## config.mk

```make
export PLATFORM = sky130hd
export DESIGN_NAME = gpio_ports_b_c_d
export DESIGN_NICKNAME = d
export VERILOG_FILES = /design/src/gpio_pkg.sv /design/src/gpio_ports_b_c_d.sv
export SDC_FILE = /design/constraint.sdc
export NUM_CORES = 1
export LEC_CHECK = 0
export ABC_AREA = 1
export BUFFER_PORTS_ARGS = -buffer_cell sky130_fd_sc_hd__buf_2
export CELL_PAD_IN_SITES_DETAIL_PLACEMENT = 0
export CELL_PAD_IN_SITES_GLOBAL_PLACEMENT = 1
export CORE_MARGIN = 4
export CORE_UTILIZATION = 36
export CTS_CLUSTER_DIAMETER = 80
export DETAILED_ROUTE_END_ITERATION = 12
export PLACE_DENSITY = 0.95
export SLEW_MARGIN = 20
export SYNTH_ARGS = -nofsm -noshare
export SYNTH_HDL_FRONTEND = slang
export SYNTH_SLANG_ARGS = --single-unit
```

## constraint.sdc

```tcl
create_clock -name clk_sys -period 2.4 [get_ports clk_sys]
set_input_delay 0.48 -clock clk_sys [delete_from_list [all_inputs] [get_ports clk_sys]]
set_output_delay 0.48 -clock clk_sys [all_outputs]
set_load 0.1 [all_outputs]
```

## src/gpio_pkg.sv

```systemverilog
// Shared constants and carrier types for the three-port general-purpose I/O block.
package gpio_pkg;
   // Register indices; the byte address is four times the index.
   localparam logic [5:0] IDX_ANALOG_DATA = 6'h01;
   localparam logic [5:0] IDX_CLOCK_DATA = 6'h02;
   localparam logic [5:0] IDX_PULLUP_DATA = 6'h03;
   localparam logic [5:0] IDX_ANALOG_DIR = 6'h05;
   localparam logic [5:0] IDX_CLOCK_DIR = 6'h06;
   localparam logic [5:0] IDX_PULLUP_DIR = 6'h07;
   localparam logic [5:0] IDX_PULLUP_EN = 6'h0E;
   // Field positions.
   localparam int CLK_PIN_BIT = 2;
   localparam int CLK_EN_BIT = 7;
   localparam int TA_PIN_BIT = 6;
   localparam int TB_PIN_BIT = 4;
   // Reset values of the control fields.
   localparam logic [7:0] DIR8_RST = 8'h00;
   localparam logic [5:0] DIR6_RST = 6'h00;
   localparam logic CLK_EN_RST = 1'b0;
   localparam logic [7:0] PUE_RST = 8'h00;
   // Prescaler code that hands a pin to a timer as its external clock.
   localparam logic [2:0] PS_EXT_CLK = 3'h7;
   // Number of converter channels that sit on the analog-shared port.
   localparam logic [4:0] ANA_CHANNELS = 5'h08;

   // One APB request as seen by the slave.
   typedef struct packed {
      logic psel;
      logic penable;
      logic pwrite;
      logic [7:0] paddr;
      logic [31:0] pwdata;
   } apb_req_t;

   // Pin group: output level and output enable.
   typedef struct packed {
      logic [7:0] out;
      logic [7:0] oe;
   } pin8_t;
endpackage

```

## src/gpio_ports_b_c_d.sv

```systemverilog
// Register file and pin logic for the analog-shared, clock-output and pullup ports.
//
// Behaviour
// - Analog port data latch, eight bits, reset-proof.
// - Selected converter channel pin becomes analog input.
// - Unselected analog port pins are plain digital I/O.
// - Direction 1 drives pin; reset makes inputs.
// - Data writes always load latch, input unaffected.
// - Clock port data latch, six bits, reset-proof.
// - Enable bit puts system clock on bit 2.
// - Six clock port direction bits, reset to input.
// - Pullup port data latch, eight bits, reset-proof.
// - Per-pin switchable pullups and strong sink drive.
// - Pullup disabled while pin is an output.
// - Pins 6 and 4 feed timer external clocks.
//
// The APB register port was decided locally.
`timescale 1ns/10ps
`default_nettype none
module gpio_ports_b_c_d (
   // Clock and reset
   input wire logic clk_sys,
   input wire logic nrst,
   // APB slave
   input wire logic psel,
   input wire logic penable,
   input wire logic pwrite,
   input wire logic [7:0] paddr,
   input wire logic [31:0] pwdata,
   output logic [31:0] prdata,
   output logic pready,
   output logic pslverr,
   // Analog-shared port pins and converter link
   input wire logic [7:0] analog_pin_in,
   output gpio_pkg::pin8_t analog_pin,
   input wire logic [4:0] conv_channel_select,
   output logic [7:0] converter_input_pins,
   // Clock-output port pins
   input wire logic [5:0] clock_pin_in,
   output logic [5:0] clock_pin_out,
   output logic [5:0] clock_pin_oe,
   // Pullup-capable port pins
   input wire logic [7:0] pullup_pin_in,
   output gpio_pkg::pin8_t pullup_pin,
   output logic [7:0] pullup_on,
   output logic [7:0] strong_sink_on,
   // Timer clock links
   input wire logic [2:0] timer_a_prescaler_select,
   input wire logic [2:0] timer_b_prescaler_select,
   output logic timer_a_ext_clock,
   output logic timer_b_ext_clock
);

   // Whole state of the block.
   typedef struct packed {
      logic [7:0] a_dat;
      logic [5:0] c_dat;
      logic [7:0] d_dat;
      logic [7:0] a_dir;
      logic [5:0] c_dir;
      logic clk_en;
      logic [7:0] d_dir;
      logic [7:0] d_pue;
      logic [31:0] rdata;
      logic err;
   } state_t;

   state_t st_ff;
   state_t nxt_st;
   gpio_pkg::apb_req_t req;
   logic [5:0] idx;
   logic mapped;
   logic setup_ph;
   logic wr_acc;
   logic [7:0] ana_sel;
   logic [7:0] c_mix;

   // Per bit, outputs read back their latch and inputs read the pin.
   function automatic logic [7:0] rd_mix(input logic [7:0] lat, input logic [7:0] dir,
                                         input logic [7:0] pin);
      rd_mix = (lat & dir) | (pin & ~dir);
   endfunction

   // Bus decode; the slave never stalls, so pready stays high.
   assign req = '{psel, penable, pwrite, paddr, pwdata};
   assign idx = req.paddr[7:2];
   assign setup_ph = req.psel & ~req.penable;
   assign wr_acc = req.psel & req.penable & req.pwrite & mapped;
   assign pready = 1'b1;
   assign prdata = st_ff.rdata;
   assign pslverr = st_ff.err;

   // Word-aligned addresses that hit a register.
   always_comb begin
      mapped = 1'b0;
      if (req.paddr[1:0] == 2'h0) begin
         case (idx)
            gpio_pkg::IDX_ANALOG_DATA, gpio_pkg::IDX_CLOCK_DATA,
            gpio_pkg::IDX_PULLUP_DATA, gpio_pkg::IDX_ANALOG_DIR,
            gpio_pkg::IDX_CLOCK_DIR, gpio_pkg::IDX_PULLUP_DIR,
            gpio_pkg::IDX_PULLUP_EN: mapped = 1'b1;
            default: mapped = 1'b0;
         endcase
      end
   end

   // One-hot pick of the analog channel; codes past the port select no pin.
   always_comb begin
      ana_sel = 8'h00;
      if (conv_channel_select < gpio_pkg::ANA_CHANNELS) begin
         ana_sel[conv_channel_select[2:0]] = 1'b1;
      end
   end

   // Clock port pins widened to the byte that the read mix works on.
   assign c_mix = rd_mix({2'h0, st_ff.c_dat}, {2'h0, st_ff.c_dir},
                         {2'h0, clock_pin_in});

   // Next state: writes land at the access edge, read data is caught at setup.
   always_comb begin
      nxt_st = st_ff;
      if (wr_acc) begin
         case (idx)
            gpio_pkg::IDX_ANALOG_DATA: nxt_st.a_dat = req.pwdata[7:0];
            gpio_pkg::IDX_CLOCK_DATA: nxt_st.c_dat = req.pwdata[5:0];
            gpio_pkg::IDX_PULLUP_DATA: nxt_st.d_dat = req.pwdata[7:0];
            gpio_pkg::IDX_ANALOG_DIR: nxt_st.a_dir = req.pwdata[7:0];
            gpio_pkg::IDX_CLOCK_DIR: begin
               nxt_st.c_dir = req.pwdata[5:0];
               nxt_st.clk_en = req.pwdata[gpio_pkg::CLK_EN_BIT];
            end
            gpio_pkg::IDX_PULLUP_DIR: nxt_st.d_dir = req.pwdata[7:0];
            gpio_pkg::IDX_PULLUP_EN: nxt_st.d_pue = req.pwdata[7:0];
            default: nxt_st.d_pue = st_ff.d_pue;
         endcase
      end
      if (setup_ph) begin
         nxt_st.err = ~mapped;
         nxt_st.rdata = 32'h0000_0000;
         if (~req.pwrite) begin
            case (idx)
               // Analog-selected pins have their digital input cut, so read as zero.
               gpio_pkg::IDX_ANALOG_DATA: nxt_st.rdata[7:0] =
                  rd_mix(st_ff.a_dat, st_ff.a_dir, analog_pin_in) & ~ana_sel;
               gpio_pkg::IDX_CLOCK_DATA: begin
                  nxt_st.rdata[5:0] = c_mix[5:0];
                  if (st_ff.clk_en) begin
                     nxt_st.rdata[gpio_pkg::CLK_PIN_BIT] = 1'b0;
                  end
               end
               gpio_pkg::IDX_PULLUP_DATA: nxt_st.rdata[7:0] =
                  rd_mix(st_ff.d_dat, st_ff.d_dir, pullup_pin_in);
               gpio_pkg::IDX_ANALOG_DIR: nxt_st.rdata[7:0] = st_ff.a_dir;
               gpio_pkg::IDX_CLOCK_DIR: nxt_st.rdata[7:0] =
                  {st_ff.clk_en, 1'b0, st_ff.c_dir};
               gpio_pkg::IDX_PULLUP_DIR: nxt_st.rdata[7:0] = st_ff.d_dir;
               gpio_pkg::IDX_PULLUP_EN: nxt_st.rdata[7:0] = st_ff.d_pue;
               default: nxt_st.rdata = 32'h0000_0000;
            endcase
         end
      end
   end

   // Reset clears control, read data and error; the data latches keep whatever they held.
   always_ff @(posedge clk_sys or negedge nrst) begin
      if (!nrst) begin
         st_ff.a_dir <= gpio_pkg::DIR8_RST;
         st_ff.c_dir <= gpio_pkg::DIR6_RST;
         st_ff.clk_en <= gpio_pkg::CLK_EN_RST;
         st_ff.d_dir <= gpio_pkg::DIR8_RST;
         st_ff.d_pue <= gpio_pkg::PUE_RST;
         st_ff.rdata <= 32'h0000_0000;
         st_ff.err <= 1'b0;
      end else begin
         st_ff <= nxt_st;
      end
   end

   // Analog port drivers; a selected channel forces its pin off the digital path.
   assign analog_pin = '{out: st_ff.a_dat,
                         oe: st_ff.a_dir & ~ana_sel};
   assign converter_input_pins = ana_sel;

   // Clock port drivers; the system clock wins over latch and direction on bit 2.
   // The clock is muxed straight to the pad, so its duty cycle is that of clk_sys.
   always_comb begin
      clock_pin_out = st_ff.c_dat;
      clock_pin_oe = st_ff.c_dir;
      if (st_ff.clk_en) begin
         clock_pin_out[gpio_pkg::CLK_PIN_BIT] = clk_sys;
         clock_pin_oe[gpio_pkg::CLK_PIN_BIT] = 1'b1;
      end
   end

   // Pullup port drivers; a pullup only acts on an input pin.
   assign pullup_pin = '{out: st_ff.d_dat,
                         oe: st_ff.d_dir};
   assign pullup_on = st_ff.d_pue & ~st_ff.d_dir;
   assign strong_sink_on = st_ff.d_dir;

   // Timer external clocks pass the pin level only under the external prescaler code.
   assign timer_a_ext_clock = (timer_a_prescaler_select == gpio_pkg::PS_EXT_CLK) &
                              pullup_pin_in[gpio_pkg::TA_PIN_BIT];
   assign timer_b_ext_clock = (timer_b_prescaler_select == gpio_pkg::PS_EXT_CLK) &
                              pullup_pin_in[gpio_pkg::TB_PIN_BIT];
endmodule // gpio_ports_b_c_d
`default_nettype wire

```

==> impl.org <==
** CTS
- The number of hold buffers added after CTS was 0.
- Clock-pin slew was measured on the worst setup and hold paths at roughly 0.05 ns.
- At the later pin of the worst-skew pair, clock insertion delay measures 0.44 ns.
- TritonCTS built the clock tree.

** Setup path
- Required time worst endpoint :: 1.92 ns
- STA classifies the critical path endpoint as an output port.
- Worst-path maximum fanout :: 2
- Critical path launch point type :: clock port
- By startpoint and endpoint, the worst setup path is classified as clock port to output port.
- Data on the critical path arrives at its endpoint at 1.90 ns.

** STA
- Worst slew slack as a fraction of its limit :: between 60 and 70%
- Final clock skew :: approximately 0.0064 ns
- Post-Route Setup TNS :: 0 ns
- Final Hold Violating Endpoints :: 0
- Setup repair after global routing left no endpoint under its margin.
- The number of slew-limit violations in the final report is 0.
- Final Setup Violations :: 0
- Worst hold margin :: around 0.15 ns
- For the pin with the worst max-slew slack, the measured transition is between 0.5 and 0.6 ns.

** Global routing
- First-pass GRT wire length :: approximately 19 mm
- Sum of overflow across all layers after global routing :: 0
- Entering global routing, the biggest net connects 41 pins.
- The number of antenna violations at the first check in global routing came to 0.
- The number of global-route vias before repair came to around 3.6k.
- In the global route stage, overall resource usage came out at between 10% and 20%.

** Synth
- Number of instances in the synthesized netlist :: 560
- Counting flops with an async set or reset pin after synthesis yields a share of approximately 65%.
- The most used flip-flop cell after synthesis is sky130_fd_sc_hd__dfrtp_1.
- Share of cell area taken by muxes after synthesis :: less than 1%
- In the post-synthesis netlist, the cell with the most instances is sky130_fd_sc_hd__nand2_1.
- For this run, the register share of the synthesized area comes to between 30% and 40%.
- After synthesis the netlist holds a flip-flop and latch count of 62.
- Post-synth top area share :: approximately 24%
- Avg Cell Area, Syn :: between 7 and 8 sq um
- Area contributors post-synth :: sky130_fd_sc_hd__dfrtp_1, sky130_fd_sc_hd__nand2_1, sky130_fd_sc_hd__edfxtp_1
- Leading cell types by count after synthesis :: sky130_fd_sc_hd__nand2_1, sky130_fd_sc_hd__buf_4, sky130_fd_sc_hd__nor2_1
- Adder-cell area share of the yosys netlist :: 0%
- Fraction of synthesized cell area in xor and xnor cells :: 0%
- Yosys cell types :: 26
- Summing the areas of all compound-gate instances in the mapped netlist gives under 10% of the synthesized area.
- After synthesis, the largest family of logic cells by area is simple AND/OR/NAND/NOR gates.
- Area of the mapped netlist :: just over 4000 sq um
- Of the total synthesized cell area, the portion taken by AND, OR, NAND and NOR gates is a little over a third.
- Syn. warnings :: 0
- The synthesized design spends more area on one cell type than any other, namely sky130_fd_sc_hd__dfrtp_1.
- EDFF count, synth :: 22

** Layout
- The layout has ~1.1k filler cells.
- Share of cells above drive strength 1 :: ~29%
- Multi-input gate area :: 1760 sq um
- At the end of the flow, the number of nets in the layout was approximately 740.
- Storage cell area :: approximately 1700 sq um
- Relative to the synthesized area, the layout overhead comes to 21.7%.

** Floorplan
- Measured along the y axis, the die boundary spans around 120 um.
- Initial core utilization :: between 30% and 40%
- The initialized floorplan defines 38 standard-cell rows.
- The region available for standard cell placement spans around 11,000 sq um.
- The die covers roughly 13,000 sq um.
- approximately 180 I/O pins were placed.
- The die is 115 um wide.

** Detailed routing
- The detail route stage leaves a number of antenna-violating nets equal to 0.
- After detailed routing, the number of vias per cell comes to about 4.7.
- Wire length per cell :: between 15 and 20 um
- Final wirelength :: between 10 and 15 mm
- After detailed routing, the number of remaining DRC violations is 0.
- Detailed routing inserted a total of 3,738 vias.
- The detailed router finished its first iteration with around 280 violations.
- DRT Pass-1 Iters :: 4

** Hold path
- Worst hold-check path type :: input pin to async pin

** Placed design
- Detailed placement ended at an HPWL of 9.37 mm.
- In this run the tool buffered the top-level ports with ~130 buffer cells.
- Routability congestion estimate :: 0.928

** Power and ir drop
- Dividing total power by cell area gives a power density of approximately 600 nW/um^2.
- Worst ir drop on vdd :: about 420 uV
- For this design the static power due to leakage is 2.85 nW.

** Run status
- The flow ran to the end, and the final reports show no timing, DRC or antenna violations.

** Job
- Max cap viols :: 0
==> report_power, final <==
| part | internal, W | switching, W |
|---|---|---|
| clock network | 0.000992 | 0.000482 |
| registers | 0.00110 | 0.00000270 |
| logic | 0.0000745 | 0.000360 |
| total | 0.00217 | 0.000844 |
==> routing by layer <==
metal / global-route usage (%) / up-vias / routed length [um]
li1: - / 1877 / -
met1: 25.4 / 1691 / 5320
met2: 27.5 / 158 / 5410
met3: 5.64 / 12 / 1340
met4: 6.89 / 0 / 174
met5: 0 / - / 0
==> worst paths after layout <==
check	from	endpoint	slack, ns	cells after the start
setup / recovery	clk_sys	clock_pin_out[2]	0.02	4
hold / removal	nrst	pslverr$_DFFE_PN0P_	0.15	2
setup reg to reg	strong_sink_on[0]$_DFFE_PN0P_	prdata[0]$_DFFE_PN0P_	1.12	7
hold reg to reg	st_ff[34]$_DFFE_PN0P_	st_ff[34]$_DFFE_PN0P_	0.48	2
max in group asynchronous	nrst	clock_pin_oe[5]$_DFFE_PN0P_	1.89	2
min in group clk_sys	pwdata[6]	pullup_pin[14]$_DFFE_PP_	0.29	1
==> placed cells by master (no fill, tap or decap) <==
| cell type | instances |
|---|---|
| sky130_fd_sc_hd__nand2_1 | 184 |
| sky130_fd_sc_hd__buf_2 | 124 |
| sky130_fd_sc_hd__inv_1 | 57 |
| sky130_fd_sc_hd__nor2_1 | 52 |
| sky130_fd_sc_hd__dfrtp_1 | 40 |
| sky130_fd_sc_hd__nand4_1 | 31 |
| sky130_fd_sc_hd__nand3_1 | 28 |
| sky130_fd_sc_hd__conb_1 | 25 |
| sky130_fd_sc_hd__o21ai_0 | 24 |
| sky130_fd_sc_hd__edfxtp_1 | 22 |
| sky130_fd_sc_hd__clkbuf_16 | 13 |
| sky130_fd_sc_hd__buf_4 | 13 |
| sky130_fd_sc_hd__nor2_4 | 9 |
| sky130_fd_sc_hd__nor2_2 | 8 |
| sky130_fd_sc_hd__buf_12 | 7 |
| sky130_fd_sc_hd__nand4_4 | 4 |
| sky130_fd_sc_hd__inv_2 | 3 |
| sky130_fd_sc_hd__clkinv_2 | 3 |
| sky130_fd_sc_hd__nand2_2 | 2 |
| sky130_fd_sc_hd__clkinv_1 | 2 |
| sky130_fd_sc_hd__a21oi_1 | 2 |
| sky130_fd_sc_hd__diode_2 | 1 |
| sky130_fd_sc_hd__nand3_2 | 1 |
| sky130_fd_sc_hd__nand3_4 | 1 |
| sky130_fd_sc_hd__or2_2 | 1 |
| sky130_fd_sc_hd__mux2_2 | 1 |
| sky130_fd_sc_hd__nand2_4 | 1 |
| sky130_fd_sc_hd__nor3_2 | 1 |
| sky130_fd_sc_hd__clkbuf_8 | 1 |
| sky130_fd_sc_hd__clkbuf_1 | 1 |
| sky130_fd_sc_hd__buf_6 | 1 |
==> cell type report <==
type | instances | area share [%]
multi-input combinational | 375 | 34.8
clock inverter | 4 | 0.371
inverter | 61 | 4.53
antenna | 1 | 0.0495
clock buffer | 16 | 7.00
timing repair buffer | 144 | 17.0
tap | 140 | 3.46
sequential | 62 | 32.8
==> worst max-delay path, stage by stage <==
cell,delay [ns]
sky130_fd_sc_hd__clkbuf_16,0.12
sky130_fd_sc_hd__clkbuf_16,0.12
sky130_fd_sc_hd__mux2_2,0.26
sky130_fd_sc_hd__buf_6,0.19
==> cell families after synthesis <==
family	after synthesis
buffers and inverters	146
multiplexers	1
flip-flops	62
other	2
AND/OR/NAND/NOR	323
AO/OA/AOI/OAI	26
==> sequential cells by signal, summed over array words and instances (netlist names) <==
name / flops
st_ff: 19
pullup_pin: 8
clock_pin_oe: 5
clock_pin_out: 5
strong_sink_on: 8
analog_pin: 8
prdata: 8
pslverr: 1
==> metrics by stage <==
| stage | util (%) | std cells | instance area [sq um] | worst slack, ns | total power (W) |
|---|---|---|---|---|---|
| 2_1_floorplan | - | 583 | 4290 | 0.121 | 0.00147 |
| 3_3_place_gp | 42.3 | 783 | 4690 | 0.196 | 0.00155 |
| 3_5_place_dp | 42.3 | 783 | 4690 | 0.196 | 0.00156 |
| 4_1_cts | 45.6 | 802 | 5060 | 0.0210 | 0.00305 |
| 5_1_grt | 45.6 | 802 | 5060 | 0.0119 | 0.00313 |
| 6_report | 45.7 | 803 | 5060 | 0.0225 | 0.00301 |
==> timing repair <==
item                       CTS  global route
setup buffers                0             0
gates resized for setup      2             0
setup endpoints to repair    1             0
No activity file was read; power rests on OpenSTA's default activity.
